File: src/rfs_pkg.sv
// ****************************************************************
// Shared constants and types of the front end status/config bank
// ****************************************************************
package rfs_pkg;

  // Bus widths
  localparam int ADDR_W = 6;
  localparam int DATA_W = 8;

  // Register offsets, space A
  localparam logic [5:0] OFF_GAIN_CUT = 6'h2E;
  localparam logic [5:0] OFF_CAP_CTRL = 6'h2F;
  localparam logic [5:0] OFF_CAP_DISP = 6'h30;
  localparam logic [5:0] OFF_AUX      = 6'h31;
  // Register offsets, space B
  localparam logic [5:0] OFF_OV_HIGH  = 6'h30;
  localparam logic [5:0] OFF_OV_LOW   = 6'h31;

  // Field positions
  localparam int GAIN_AM_LSB  = 4;
  localparam int CAP_MCAL_LSB = 3;
  localparam int CAP_MCAL_W   = 5;
  localparam int CAP_GAIN_LSB = 0;
  localparam int CAP_GAIN_W   = 3;
  localparam int DISP_END_BIT = 2;
  localparam int DISP_ERR_BIT = 1;
  localparam int OV_MODE_LSB  = 6;
  localparam int OV_HIGH_W    = 6;
  localparam int OV_PAT_W     = 14;
  localparam int AUX_CHA_BIT  = 7;
  localparam int AUX_EFD_BIT  = 6;
  localparam int AUX_TX_BIT   = 5;
  localparam int AUX_OSC_BIT  = 4;
  localparam int AUX_RXON_BIT = 3;
  localparam int AUX_RXACT_BIT = 2;
  localparam int AUX_PEER_BIT = 1;
  localparam int AUX_CA_BIT   = 0;

  // Reset values and limits
  localparam logic [7:0] RST_ZERO = 8'h00;
  localparam logic [3:0] GAIN_MAX = 4'hF;
  localparam logic [4:0] MCAL_AUTO = 5'h00;

  // Capacitive sensor gain codes
  typedef enum logic [2:0] {
    RFS_GAIN_2P8  = 3'h0,
    RFS_GAIN_6P5  = 3'h1,
    RFS_GAIN_1P1  = 3'h2,
    RFS_GAIN_0P5  = 3'h4,
    RFS_GAIN_0P35 = 3'h6
  } rfs_cap_gain_e;

  // Overshoot drive level codes
  typedef enum logic [1:0] {
    RFS_DRIVE_DR   = 2'h0,
    RFS_DRIVE_AM   = 2'h1,
    RFS_DRIVE_STOP = 2'h2,
    RFS_DRIVE_RSVD = 2'h3
  } rfs_drive_e;

  // Asynchronous live inputs, carried together through the synchroniser
  typedef struct packed {
    logic       ext_field;
    logic       osc_running;
    logic       osc_stable;
    logic       cal_done;
    logic       cal_fail;
    logic [4:0] cal_value;
  } rfs_live_s;

  localparam int LIVE_W = 10;

  // Whole state of the register bank
  typedef struct packed {
    logic [7:0]  cap_ctrl;
    logic [7:0]  ov_high;
    logic [7:0]  ov_low;
    logic [7:0]  gain_cut;
    logic [7:0]  cap_disp;
    logic [7:0]  aux;
    logic [7:0]  rdata;
    logic        ov_apply;
  } rfs_state_s;

  localparam rfs_state_s STATE_RST = '{
    cap_ctrl: RST_ZERO, ov_high: RST_ZERO, ov_low: RST_ZERO,
    gain_cut: RST_ZERO, cap_disp: RST_ZERO, aux: RST_ZERO,
    rdata: RST_ZERO, ov_apply: 1'b0
  };

endpackage

File: src/rfs_status_regs.sv
`timescale 1ns/1ps
`default_nettype none
module rfs_status_regs (
  input  wire logic       clk,
  input  wire logic       rst_b,
  // Register port
  input  wire logic       bus_rd,
  input  wire logic       bus_wr,
  input  wire logic       bus_space_b,
  input  wire logic [5:0] bus_addr,
  input  wire logic [7:0] bus_wdata,
  output logic      [7:0] bus_rdata,
  // Receiver gain sources, same clock
  input  wire logic [3:0] am_gain_cut_setting,
  input  wire logic [3:0] pm_gain_cut_setting,
  input  wire logic [3:0] am_squelch_cut,
  input  wire logic [3:0] pm_squelch_cut,
  input  wire logic [3:0] am_agc_cut,
  input  wire logic [3:0] pm_agc_cut,
  // Live status, same clock
  input  wire logic       rx_channel_pm,
  input  wire logic       tx_active,
  input  wire logic       tx_ca_auto,
  input  wire logic       rx_enabled,
  input  wire logic       rx_receiving,
  input  wire logic       efd_peer_mode,
  input  wire logic       collision_avoid_armed,
  // Live status from analog pins
  input  wire logic       ext_field_pin,
  input  wire logic       osc_running_pin,
  input  wire logic       osc_stable_pin,
  input  wire logic       cal_done_pin,
  input  wire logic       cal_fail_pin,
  input  wire logic [4:0] cal_value_pin,
  // Capacitive sensor controls
  output logic      [4:0] cap_cal_in_use,
  output logic            cap_auto_cal_en,
  output logic      [2:0] cap_gain_code,
  output logic            cap_gain_valid,
  // Overshoot protection
  input  wire logic [3:0] overshoot_step,
  output logic      [1:0] overshoot_drive_level,
  output logic     [13:0] overshoot_bit_pattern,
  output logic            overshoot_apply,
  output logic            drive_from_dr,
  output logic            drive_from_am,
  output logic            drive_stop
);

  // ****************************************************************
  // Pin synchronisation
  // ****************************************************************

  rfs_pkg::rfs_live_s live_pin;
  rfs_pkg::rfs_live_s live_s;

  // Calibration value crosses in the same bundle as done and is not gated by done
  always_comb begin
    live_pin.ext_field   = ext_field_pin;
    live_pin.osc_running = osc_running_pin;
    live_pin.osc_stable  = osc_stable_pin;
    live_pin.cal_done    = cal_done_pin;
    live_pin.cal_fail    = cal_fail_pin;
    live_pin.cal_value   = cal_value_pin;
  end

  rfs_sync2 #(
    .W(rfs_pkg::LIVE_W)
  ) u_sync (
    .clk      (clk),
    .rst_b    (rst_b),
    .async_in (live_pin),
    .sync_out (live_s)
  );

  // ****************************************************************
  // Helpers
  // ****************************************************************

  // Saturating sum of three reductions; a plain add would wrap past 15
  function automatic logic [3:0] gain_sum(
    input logic [3:0] a,
    input logic [3:0] b,
    input logic [3:0] c
  );
    logic [5:0] s;
    s = {2'b00, a} + {2'b00, b} + {2'b00, c};
    if (s > {2'b00, rfs_pkg::GAIN_MAX}) begin
      gain_sum = rfs_pkg::GAIN_MAX;
    end else begin
      gain_sum = s[3:0];
    end
  endfunction

  // ****************************************************************
  // Decode of stored fields
  // ****************************************************************

  rfs_pkg::rfs_state_s state_r;
  rfs_pkg::rfs_state_s state_nxt;
  logic [4:0]          mcal;
  logic [13:0]         pattern;
  logic                wr_cap_ctrl;
  logic                wr_ov_high;
  logic                wr_ov_low;

  // Manual value, weights 1.6/0.8/0.4/0.2/0.1 pF from top bit down
  assign mcal = state_r.cap_ctrl[rfs_pkg::CAP_MCAL_LSB +: rfs_pkg::CAP_MCAL_W];

  // High register holds bits 13..8, low register bits 7..0
  assign pattern = {state_r.ov_high[rfs_pkg::OV_HIGH_W-1:0], state_r.ov_low};

  // Only the writable registers have write enables; nothing else moves
  assign wr_cap_ctrl = bus_wr && !bus_space_b && (bus_addr == rfs_pkg::OFF_CAP_CTRL);
  assign wr_ov_high  = bus_wr && bus_space_b && (bus_addr == rfs_pkg::OFF_OV_HIGH);
  assign wr_ov_low   = bus_wr && bus_space_b && (bus_addr == rfs_pkg::OFF_OV_LOW);

  // ****************************************************************
  // Next state
  // ****************************************************************

  always_comb begin
    state_nxt = state_r;

    // Writable configuration; writes elsewhere fall through untouched
    if (wr_cap_ctrl) begin
      state_nxt.cap_ctrl = bus_wdata;
    end
    if (wr_ov_high) begin
      state_nxt.ov_high = bus_wdata;
    end
    if (wr_ov_low) begin
      state_nxt.ov_low = bus_wdata;
    end

    // Total gain reduction per channel
    state_nxt.gain_cut[7:4] = gain_sum(am_gain_cut_setting, am_squelch_cut,
                                       am_agc_cut);
    state_nxt.gain_cut[3:0] = gain_sum(pm_gain_cut_setting, pm_squelch_cut,
                                       pm_agc_cut);

    // Calibration display: manual value counts as ended, never failed
    if (mcal == rfs_pkg::MCAL_AUTO) begin
      state_nxt.cap_disp[7:3] = live_s.cal_value;
      state_nxt.cap_disp[rfs_pkg::DISP_END_BIT] = live_s.cal_done;
      state_nxt.cap_disp[rfs_pkg::DISP_ERR_BIT] = live_s.cal_fail;
    end else begin
      state_nxt.cap_disp[7:3] = mcal;
      state_nxt.cap_disp[rfs_pkg::DISP_END_BIT] = 1'b1;
      state_nxt.cap_disp[rfs_pkg::DISP_ERR_BIT] = 1'b0;
    end
    state_nxt.cap_disp[0] = 1'b0; // Reserved reads zero

    // Auxiliary status flags
    state_nxt.aux[rfs_pkg::AUX_CHA_BIT]   = rx_channel_pm;
    state_nxt.aux[rfs_pkg::AUX_EFD_BIT]   = live_s.ext_field;
    state_nxt.aux[rfs_pkg::AUX_TX_BIT]    = tx_active && !tx_ca_auto;
    state_nxt.aux[rfs_pkg::AUX_OSC_BIT]   = live_s.osc_running && live_s.osc_stable;
    state_nxt.aux[rfs_pkg::AUX_RXON_BIT]  = rx_enabled;
    state_nxt.aux[rfs_pkg::AUX_RXACT_BIT] = rx_receiving;
    state_nxt.aux[rfs_pkg::AUX_PEER_BIT]  = efd_peer_mode;
    state_nxt.aux[rfs_pkg::AUX_CA_BIT]    = collision_avoid_armed;

    // Pattern bit for the current shaping step; steps past 13 apply none
    if (overshoot_step < 4'(rfs_pkg::OV_PAT_W)) begin
      state_nxt.ov_apply = pattern[overshoot_step];
    end else begin
      state_nxt.ov_apply = 1'b0;
    end

    // Read data valid only in the cycle after the strobe
    state_nxt.rdata = rfs_pkg::RST_ZERO;
    if (bus_rd) begin
      if (!bus_space_b && bus_addr == rfs_pkg::OFF_GAIN_CUT) begin
        state_nxt.rdata = state_r.gain_cut;
      end else if (!bus_space_b && bus_addr == rfs_pkg::OFF_CAP_CTRL) begin
        state_nxt.rdata = state_r.cap_ctrl;
      end else if (!bus_space_b && bus_addr == rfs_pkg::OFF_CAP_DISP) begin
        state_nxt.rdata = state_r.cap_disp;
      end else if (!bus_space_b && bus_addr == rfs_pkg::OFF_AUX) begin
        state_nxt.rdata = state_r.aux;
      end else if (bus_space_b && bus_addr == rfs_pkg::OFF_OV_HIGH) begin
        state_nxt.rdata = state_r.ov_high;
      end else if (bus_space_b && bus_addr == rfs_pkg::OFF_OV_LOW) begin
        state_nxt.rdata = state_r.ov_low;
      end else begin
        state_nxt.rdata = rfs_pkg::RST_ZERO; // Unmapped reads zero
      end
    end
  end

  // ****************************************************************
  // State register
  // ****************************************************************

  // Configuration and status all clear together
  always_ff @(posedge clk) begin
    if (!rst_b) begin
      state_r <= rfs_pkg::STATE_RST;
    end else begin
      state_r <= state_nxt;
    end
  end

  // ****************************************************************
  // Outputs
  // ****************************************************************

  // Calibration value handed to the sensor; auto flag while field is zero
  assign cap_cal_in_use  = state_r.cap_disp[7:3];
  assign cap_auto_cal_en = (mcal == rfs_pkg::MCAL_AUTO);
  assign cap_gain_code   = state_r.cap_ctrl[rfs_pkg::CAP_GAIN_LSB +: rfs_pkg::CAP_GAIN_W];

  // Unused gain codes are flagged so the sensor can hold its last gain
  always_comb begin
    case (cap_gain_code)
      rfs_pkg::RFS_GAIN_2P8,
      rfs_pkg::RFS_GAIN_6P5,
      rfs_pkg::RFS_GAIN_1P1,
      rfs_pkg::RFS_GAIN_0P5,
      rfs_pkg::RFS_GAIN_0P35: cap_gain_valid = 1'b1;
      default:                cap_gain_valid = 1'b0;
    endcase
  end

  assign overshoot_drive_level = state_r.ov_high[7:rfs_pkg::OV_MODE_LSB];
  assign overshoot_bit_pattern = pattern;
  assign overshoot_apply       = state_r.ov_apply;

  // Reserved level drives nothing rather than guess a supply
  assign drive_from_dr = (overshoot_drive_level == rfs_pkg::RFS_DRIVE_DR);
  assign drive_from_am = (overshoot_drive_level == rfs_pkg::RFS_DRIVE_AM);
  assign drive_stop    = (overshoot_drive_level == rfs_pkg::RFS_DRIVE_STOP);

  assign bus_rdata = state_r.rdata;

  // Independent totals, so the gain checks do not reuse the design's helper
  logic [5:0] am_sum6;
  logic [5:0] pm_sum6;

  assign am_sum6 = {2'b00, am_gain_cut_setting} + {2'b00, am_squelch_cut}
                   + {2'b00, am_agc_cut};
  assign pm_sum6 = {2'b00, pm_gain_cut_setting} + {2'b00, pm_squelch_cut}
                   + {2'b00, pm_agc_cut};
endmodule
`default_nettype wire

File: src/rfs_sync2.sv
`timescale 1ns/1ps
`default_nettype none
// ****************************************************************
// Two flip-flop synchroniser for a bundle of pin levels
// ****************************************************************
module rfs_sync2 #(
  parameter int W = 1
) (
  input  wire logic         clk,
  input  wire logic         rst_b,
  input  wire logic [W-1:0] async_in,
  output logic      [W-1:0] sync_out
);

  // Stage 0 feeds stage 1 only
  logic [1:0][W-1:0] state_r;
  logic [1:0][W-1:0] state_nxt;

  // Refuse an empty bundle at elaboration rather than build nothing
  if (W < 1) begin : g_bad_width
    $error("rfs_sync2 needs W of at least one");
  end

  // Shift one stage per clock
  always_comb begin
    state_nxt[0] = async_in;
    state_nxt[1] = state_r[0];
  end

  // Synchronous reset to zero
  always_ff @(posedge clk) begin
    if (!rst_b) begin
      state_r <= '0;
    end else begin
      state_r <= state_nxt;
    end
  end

  assign sync_out = state_r[1];

endmodule
`default_nettype wire

File: config.mk
export PLATFORM = sky130hd
export DESIGN_NAME = rfs_status_regs
export DESIGN_NICKNAME = d
export VERILOG_FILES = /design/src/rfs_pkg.sv /design/src/rfs_status_regs.sv /design/src/rfs_sync2.sv
export SDC_FILE = /design/constraint.sdc
export NUM_CORES = 1
export LEC_CHECK = 0
export ABC_AREA = 1
export BUFFER_PORTS_ARGS = -buffer_cell sky130_fd_sc_hd__buf_2
export CAP_MARGIN = 20
export CORE_MARGIN = 2
export CORE_UTILIZATION = 47
export CTS_CLUSTER_DIAMETER = 150
export DETAILED_ROUTE_END_ITERATION = 8
export PLACE_DENSITY = 0.76
export SYNTH_ARGS = -nofsm -noshare
export SYNTH_HDL_FRONTEND = slang
export SYNTH_SLANG_ARGS = --single-unit
export TNS_END_PERCENT = 50
File: constraint.sdc
create_clock -name clk -period 2.1 [get_ports clk]
set_input_delay 0.42 -clock clk [delete_from_list [all_inputs] [get_ports clk]]
set_output_delay 0.42 -clock clk [all_outputs]
set_load 0.01 [all_outputs]
==> impl_metrics.csv, run 1 <==
group,metric,value,unit
place,dpl_cell_area,4055,um2
yosys,avgSynthCellArea,7.801,um2
setup_path,ff2ff_setup_slack,1.01,ns
timing,rsz0062_at_grt,"no",
yosys,yosys_warnings,0,
clocking,cts_tree,"yes",
floorplanning,io_pins,102,
clocking,clk_pin_slew,0.07,ns
setup_path,cp_cell_sequence,"buf_2, fa_1, ha_1, inv_1, fa_1, inv_1, o21ai_0, o211ai_1, o21ai_0, inv_1",
power,pwr-share-seq,0.523,
floorplanning,die-area,8576,um2
setup_path,ff2ff_path_depth,6,
setup_path,cpMostUsedCell,"inv_1",
place,port-buffer-count,101,
floorplanning,die_y,92.61,um
clocking,holdBufCountCts,0,
clocking,post-cts-setup-buffers,0,
setup_path,path_buf_inv,4,
clocking,clk-insertion-delay-late,0.35,ns
setup_path,end_kind,"flip-flop",
timing,fmax,518.7,MHz
setup_path,crit_required,2.39,ns
power,clockPowerShare,0.349,
route,ant_nets,0,
final_layout,synthToLayoutAreaGrowth,14.95,%
clocking,htree_levels,3,
timing,worst_pin_slew,0.4574,ns
yosys,ys_ff_latch,76,
power,p_leak,0.002238,uW
timing,skew,0.005308,ns
setup_path,rr_endpoint,"cap_cal_in_use[1]$_SDFF_PN0_",
floorplanning,rows,32,
floorplanning,core_area,7647,um2
setup_path,cpMaxStageDelayCell,"fa_1",
power,p_per_area,682.2,nW/um2
clocking,clockBufferDepth,2,
yosys,synth_cell_types,33,
route,routed_wl,7959,um
final_layout,layout-drive-gt1-share,0.2655,
power,comb_power_share,0.129,
setup_path,worstPathArrival,2.22,ns
setup_path,critPathTopFamily,"adder cells",
clocking,post_cts_resized,0,
setup_path,crit_start,"pm_gain_cut_setting[1]",
power,p_total,2893,uW
setup_path,cp.depth,10,
grt,grt_pass1_vias,2803,
place,gp_congestion,0.8397,
grt,grt_max_degree,23,
timing,relSlewSlack,0.6942,
final_layout,diodes,0,
power,swShare,0.2556,
power,p_int,2154,uW
setup_path,crit_fanout,4,
place,pre_cts_ws,-0.1862,ns
yosys,mappedNetlistArea,3690,um2
floorplanning,dieWidth,92.61,um
flow_run,cap_violations,0,
grt,overflow,0,
clocking,cts_root_buffer,"clkbuf_8",
setup_path,critPathMaxStageDelay,0.54,ns
setup_path,start_kind,"input pin",
timing,fin_crit_sh,0.9180,
timing,finalSetupViolations,0,
yosys,postSynthCellCount,473,
floorplanning,initial_core_util,0.4825,
power,p_switching,739.6,uW
route,dr.pass1.iters,4,
setup_path,cp-endpoint,"state_r[28]$_SDFF_PN0_",
timing,hold_viol_final,0,
setup_path,r2r_start,"mcal[2]$_SDFFE_PN0P_",
timing,finalCriticalPeriod,1.928,ns
clocking,cts_buffers,9,
grt,grt_antenna_before_repair,0,
yosys,ys.flop_type,"dfxtp_1",
clocking,cts_sinks,76,
timing,slew_violations,0,
route,drtIter0Drc,121,
status,status,"completed",
timing,worst_slack,0.1723,ns
final_layout,final_cell_area,4242,um2
grt,grt_pass1_wl,12670,um
route,wl_per_cell,12.21,um
hold_path,hold_class,"in2reg",
route,num_vias,3051,
yosys,synth_edf_count,0,
route,viasPerCell,4.679,
setup_path,worst-setup-path-type,"in2reg",
yosys,async_flop_share,0,
grt,track_usage,0.1907,
power,irDropWorstVdd,0.4723,mV
yosys,syn-num-nets,553,
final_layout,layout.nets,625,
route,drc_errors,0,
place,dp_hpwl,6328,um
yosys,ys_seq_area_frac,0.4123,
hold_path,min-delay-start,"tx_ca_auto",
sequential cells by signal (all words and copies together) (netlist names):
| signal | cells |
|---|---|
| cap_gain_code | 3 |
| overshoot_apply | 1 |
| overshoot_drive_level | 2 |
| u_sync.state_nxt | 10 |
| mcal | 5 |
| u_sync.sync_out | 10 |
| bus_rdata | 8 |
| state_r | 18 |
| overshoot_bit_pattern | 14 |
| cap_cal_in_use | 5 |
final cells by class:
cell class,instances,area [um2]
repair buffers,108,558.0
fillers,735,3406
multi-input cells,267,1529
clock buffers,11,151.4
flip-flops and latches,76,1521
inverters,83,319.1
clock inverters,5,35.03
well taps,102,127.6
cells in the mapped netlist, types with 6 or more instances:
library cell	instances	area share
a21oi_1	22	0.030
buf_4	35	0.071
clkbuf_1	7	0.0071
dfxtp_1	76	0.41
fa_1	10	0.054
ha_1	6	0.020
inv_1	78	0.079
nand2_1	79	0.080
nand3_1	33	0.045
nor2_1	44	0.045
o21ai_0	31	0.042
o21ai_1	12	0.016
per-stage QoR:
stage	instances	utilization	hold WS, ns	setup TNS (ns)
3_5_place_dp	636	0.5303	0.3973	-1.150
3_3_place_gp	636	0.5303	0.3961	-0.4040
5_1_grt	652	0.5546	0.2176	0
4_1_cts	652	0.5546	0.2008	0
2_1_floorplan	473	-	0.3905	0
6_report	652	0.5546	0.2203	0
per-layer routing:
| metal | track usage | up-vias | wire, um |
|---|---|---|---|
| met3 | 0.05289 | 14 | 455 |
| met2 | 0.3151 | 87 | 3801 |
| met5 | 0 | - | 0 |
| li1 | - | 1581 | - |
| met4 | 0.07214 | 0 | 153 |
| met1 | 0.2372 | 1369 | 3548 |
logic make-up after synthesis:
logic type | share of synthesized area
and+or+nand+nor | 0.2262
buffers and inverters | 0.1733
DFF | 0.4123
AOI/OAI and AO/OA | 0.1089
adders and majority gates | 0.07460
xor gates and xnor gates | 0.004748
cells in the final DEF (no fill, tap or decap):
master / count
inv_2: 3
clkinv_2: 2
nor2_8: 3
nor3_2: 1
dfxtp_1: 76
nor2_4: 3
a21boi_0: 2
inv_4: 1
nand2_1: 79
o21ai_0: 31
xnor2_1: 2
inv_6: 1
a21oi_1: 22
o21ai_1: 12
nand3_4: 1
buf_2: 101
nand3_1: 33
o211ai_1: 5
clkbuf_8: 11
nand4_1: 1
nor3_1: 1
ha_1: 6
clkinvlp_4: 1
nor2_1: 44
nand2_2: 1
o22ai_1: 1
a21oi_2: 2
nor3_4: 1
inv_1: 78
nand2_4: 3
clkinv_4: 2
nor2_2: 2
and3_1: 1
buf_4: 7
fa_1: 10
worst min-delay path by stage:
stage                                         end  slack [ns]  depth (start not counted)
global route               state_r[14]$_SDFF_PN0_        0.22                          2
CTS                        state_r[14]$_SDFF_PN0_        0.20                          2
global placement    u_sync.sync_out[8]$_SDFF_PN0_        0.40                          2
floorplan                  state_r[15]$_SDFF_PN0_        0.39                          2
finish                     state_r[14]$_SDFF_PN0_        0.22                          2
detailed placement  u_sync.sync_out[8]$_SDFF_PN0_        0.40                          2
power by group through the flow:
stage	combinational, uW	clock, uW	sequential, uW
floorplan	232	0	1540
global placement	358	0	1550
detailed placement	375	0	1550
CTS	377	1040	1510
global route	428	1090	1520
finish	372	1010	1510
Note: power is estimated with default switching activity, not from simulation.
==> run 2, diff against run 1 <==
Settings changed: PLACE_DENSITY 0.76 to 0.85.
==> run 2 against run 1 <==
Fmax fell by 0.83%. Utilization grew 0.29 points. Cell count decreased by 0.15%. First-iteration DRC count up 53%. Die area unchanged. Count of clock-buffer cells in the layout increased by 1. Wire length is 3.5% higher.
==> impl_metrics.csv, run 2 (same netlist as run 1, synthesis figures left out) <==
group,metric,value,unit
timing,slew_violations,0,
setup_path,crit_required,2.39,ns
final_layout,diodes,0,
place,gp_congestion,0.8575,
route,dr_wl_met3,468,um
route,route.met2.wl,3884,um
timing,skew,0.01148,ns
route,wl_per_cell,12.65,um
flow_run,cap_violations,0,
final_layout,top_register,"state_r",
timing,worst_slack,0.1561,ns
route,routed_wl,8234,um
setup_path,end_kind,"flip-flop",
grt,overflow,0,
clocking,htree_levels,3,
final_layout,layout-drive-gt1-share,0.2641,
place,pre_cts_ws,-0.1491,ns
floorplanning,dieWidth,92.61,um
route,dr.pass1.iters,5,
timing,relSlewSlack,0.7016,
final_layout,final_cell_mix,"buf_2 (101), nand2_1 (79), inv_1 (78)",
final_layout,synthToLayoutAreaGrowth,15.56,%
setup_path,start_kind,"input pin",
grt,grt_pass1_vias,2830,
setup_path,critPathTopFamily,"adder cells",
floorplanning,io_pins,102,
clocking,holdBufCountCts,0,
final_layout,final_common_cell,"buf_2",
setup_path,worstPathArrival,2.23,ns
place,dp_hpwl,6443,um
timing,fmax,514.4,MHz
clocking,post_cts_resized,0,
floorplanning,initial_core_util,0.4825,
floorplanning,core_area,7647,um2
timing,tns,0,ns
clocking,post-cts-setup-buffers,0,
setup_path,worst-setup-path-type,"in2reg",
grt,grt_pass1_wl,13370,um
clocking,clk_pin_slew,0.07,ns
route,met1_length,3628,um
power,irDropWorstVdd,0.3593,mV
route,viasPerCell,4.719,
grt,grt_antenna_before_repair,0,
power,p_leak,0.002251,uW
grt,track_usage,0.2009,
final_layout,layout.nets,625,
timing,worst_pin_slew,0.4463,ns
setup_path,cp_cell_sequence,"buf_2, fa_1, ha_1, inv_1, fa_1, inv_1, o21ai_0, o211ai_1, o21ai_0, inv_1",
clocking,cts_tree,"yes",
grt,grt_max_degree,23,
route,ant_nets,0,
timing,hold_viol_final,0,
hold_path,hold_class,"in2reg",
route,drtIter0Drc,185,
timing,fin_crit_sh,0.9257,
place,port-buffer-count,101,
setup_path,crit_fanout,4,
clocking,clk-insertion-delay-late,0.35,ns
status,status,"completed",
final_layout,largest_reg_flops,18,
clocking,clockBufferDepth,2,
timing,finalSetupViolations,0,
setup_path,cpMaxStageDelayCell,"fa_1",
setup_path,cpMostUsedCell,"inv_1",
route,num_vias,3072,
setup_path,path_buf_inv,4,
power,p_per_area,715.9,nW/um2
timing,rsz0062_at_grt,"no",
timing,finalCriticalPeriod,1.944,ns
route,top_layer,"met4",
clocking,cts_sinks,76,
clocking,cts_buffers,9,
setup_path,critPathMaxStageDelay,0.54,ns
floorplanning,die_y,92.61,um
clocking,cts_root_buffer,"clkbuf_8",
floorplanning,die-area,8576,um2
floorplanning,rows,32,
route,drc_errors,0,
[run 2: changes by cell type in the layout (fill, tap and decap cells not counted)]
cell        delta
clkbuf_8       +1
clkinv_4       -1
clkinvlp_4     -1
bufinv_16      +1
clkinv_2       -1
[run 2: path summary, 6_finish.rpt]
kind | to | cells after the start | start | slack (ns)
hold reg to reg | state_r[15]$_SDFF_PN0_ | 2 | u_sync.sync_out[9]$_SDFF_PN0_ | 0.41
setup / recovery | state_r[29]$_SDFF_PN0_ | 10 | am_gain_cut_setting[1] | 0.16
setup reg to reg | cap_cal_in_use[1]$_SDFF_PN0_ | 6 | mcal[3]$_SDFFE_PN0P_ | 1.02
hold / removal | state_r[14]$_SDFF_PN0_ | 2 | tx_ca_auto | 0.23
[run 2: cell type report]
class / instances / area [um2]
clock buffer: 12 / 165.2
clock inverter: 3 / 43.79
timing repair buffer: 108 / 558.0
multi-input combinational: 267 / 1529
tap: 102 / 127.6
sequential: 76 / 1521
inverter: 83 / 319.1
fill: 707 / 3383
[run 2: routing by layer]
layer / global-route usage / vias to the layer above
li1: - / 1581
met1: 0.2615 / 1361
met2: 0.3266 / 113
met3: 0.02685 / 17
met4: 0.1032 / 0
met5: 0 / -
[run 2: through the flow]
step / cell area (um2) / hold slack (ns) / instances / utilization / power [uW]
3_5_place_dp: 4055 / 0.3954 / 636 / 0.5303 / 1923
4_1_cts: 4264 / 0.2174 / 651 / 0.5576 / 3077
3_3_place_gp: 4055 / 0.3957 / 636 / 0.5303 / 1903
2_1_floorplan: 3690 / 0.3905 / 473 / - / 1773
6_report: 4264 / 0.2330 / 651 / 0.5576 / 3053
5_1_grt: 4264 / 0.2274 / 651 / 0.5576 / 3195
[run 2: where the power goes]
part	switching [uW]	internal (uW)
clock network	518	642
logic	214	164
registers	17.8	1500
total	750	2300
==> run 3, diff against run 2 <==
Settings changed: MAX_ROUTING_LAYER set to met4.
==> run 3 against run 2 <==
Cell count fell by 0.15%. Critical path depth stayed put. Wire length rose by 1.6%. Clock skew down 0.0029 ns. Die area stayed put. Sequential share of layout area about the same. Power grew 1.2%. Largest power group unchanged. Count of clock-buffer cells in the layout fell by 1. First-iteration DRC count up 4.3%.
==> impl_metrics.csv, run 3 (same netlist as run 1, synthesis figures left out) <==
group,metric,value,unit
status,status,"completed",
grt,grt_antenna_before_repair,0,
final_layout,diodes,0,
power,p_per_area,724.4,nW/um2
place,pre_cts_ws,-0.1975,ns
timing,fmax,508.9,MHz
route,viasPerCell,4.758,
clocking,cts_tree,"yes",
setup_path,end_kind,"flip-flop",
clocking,cts_buffers,9,
timing,relSlewSlack,0.6865,
timing,fin_crit_sh,0.9358,
timing,skew,0.008559,ns
final_layout,largest_reg_flops,18,
clocking,post-cts-setup-buffers,0,
setup_path,worstPathArrival,2.24,ns
floorplanning,core_area,7647,um2
timing,finalCriticalPeriod,1.965,ns
grt,grt_pass1_wl,13740,um
route,drc_errors,0,
clocking,clockBufferDepth,2,
flow_run,cap_violations,0,
clocking,clk_pin_slew,0.07,ns
floorplanning,rows,32,
clocking,post_cts_resized,0,
final_layout,final_common_cell,"buf_2",
floorplanning,initial_core_util,0.4825,
route,drtIter0Drc,193,
floorplanning,die-area,8576,um2
timing,worst_pin_slew,0.4678,ns
setup_path,worst-setup-path-type,"in2reg",
final_layout,layout-drive-gt1-share,0.2609,
timing,rsz0062_at_grt,"no",
place,gp_congestion,0.8804,
floorplanning,dieWidth,92.61,um
power,p_total,3088,uW
final_layout,final_cell_mix,"buf_2 (101), nand2_1 (79), inv_1 (78)",
clocking,cts_root_buffer,"clkbuf_8",
route,num_vias,3093,
place,port-buffer-count,101,
floorplanning,io_pins,102,
grt,grt_max_degree,25,
route,wl_per_cell,12.86,um
final_layout,synthToLayoutAreaGrowth,15.53,%
route,dr.pass1.iters,4,
clocking,cts_sinks,76,
grt,grt_pass1_vias,2973,
place,dp_hpwl,6578,um
route,routed_wl,8362,um
timing,slew_violations,0,
grt,overflow,0,
floorplanning,die_y,92.61,um
final_layout,top_register,"state_r",
route,ant_nets,0,
power,p_leak,0.002247,uW
clocking,holdBufCountCts,0,
setup_path,start_kind,"input pin",
grt,track_usage,0.2126,
final_layout,layout.nets,624,
hold_path,hold_class,"in2reg",
clocking,clk-insertion-delay-late,0.33,ns
timing,worst_slack,0.1349,ns
setup_path,crit_fanout,4,
clocking,htree_levels,3,
setup_path,crit_required,2.38,ns
power,irDropWorstVdd,0.3568,mV
timing,finalSetupViolations,0,
timing,hold_viol_final,0,
run 3: cell types whose count changed in the layout (fill, tap and decap cells not counted):
cell,change
bufinv_16,+1
buf_4,-1
clkbuf_1,+1
inv_6,-1
clkinv_4,+1
clkbuf_8,-2
run 3: path summary, 6_finish.rpt:
check	from	to	slack (ns)	cells after the start
setup / recovery	am_gain_cut_setting[1]	state_r[31]$_SDFF_PN0_	0.13	10
hold reg to reg	u_sync.sync_out[7]$_SDFF_PN0_	state_r[13]$_SDFF_PN0_	0.41	2
setup reg to reg	mcal[3]$_SDFFE_PN0P_	cap_cal_in_use[1]$_SDFF_PN0_	0.81	5
hold / removal	tx_ca_auto	state_r[14]$_SDFF_PN0_	0.24	2
run 3: worst max-delay path: stages:
cell and delay, ns:
buf_2 0.11, fa_1 0.53, ha_1 0.17, inv_1 0.06
fa_1 0.40, inv_1 0.08, o21ai_0 0.09, o211ai_1 0.17
o21ai_0 0.15, inv_1 0.08
run 3: layout make-up:
cell class                 count  area [um2]
tap                          102       127.6
clock inverter                 4       73.82
timing repair buffer         107       550.5
clock buffer                  11       141.4
sequential                    76        1521
multi-input combinational    267        1529
inverter                      83       319.1
fill                         742        3385
run 3: layer usage:
metal,vias to the layer above,part of all wire,GRT usage
li1,1572,-,-
met1,1398,0.42,0.2585
met2,106,0.49,0.3491
met3,17,0.057,0.03336
met4,0,0.024,0.09701
met5,-,0,-
run 3: through the flow:
stage                     std cells  TNS, ns  instance area (um2)  utilization  hold slack [ns]
final                           650        0                 4263       0.5574           0.2361
after global routing            650        0                 4263       0.5574           0.2267
after CTS                       650        0                 4263       0.5574           0.2174
after detailed placement        635   -1.218                 4048       0.5293           0.3974
after global placement          635  -0.3604                 4048       0.5293           0.3935
after floorplan                 473        0                 3690            -           0.3905
run 3: report_power, final:
group,switching [uW],internal (uW),leakage (uW)
clock network,499,696,0.000109
logic,217,164,0.00152
registers,16.3,1500,0.000622
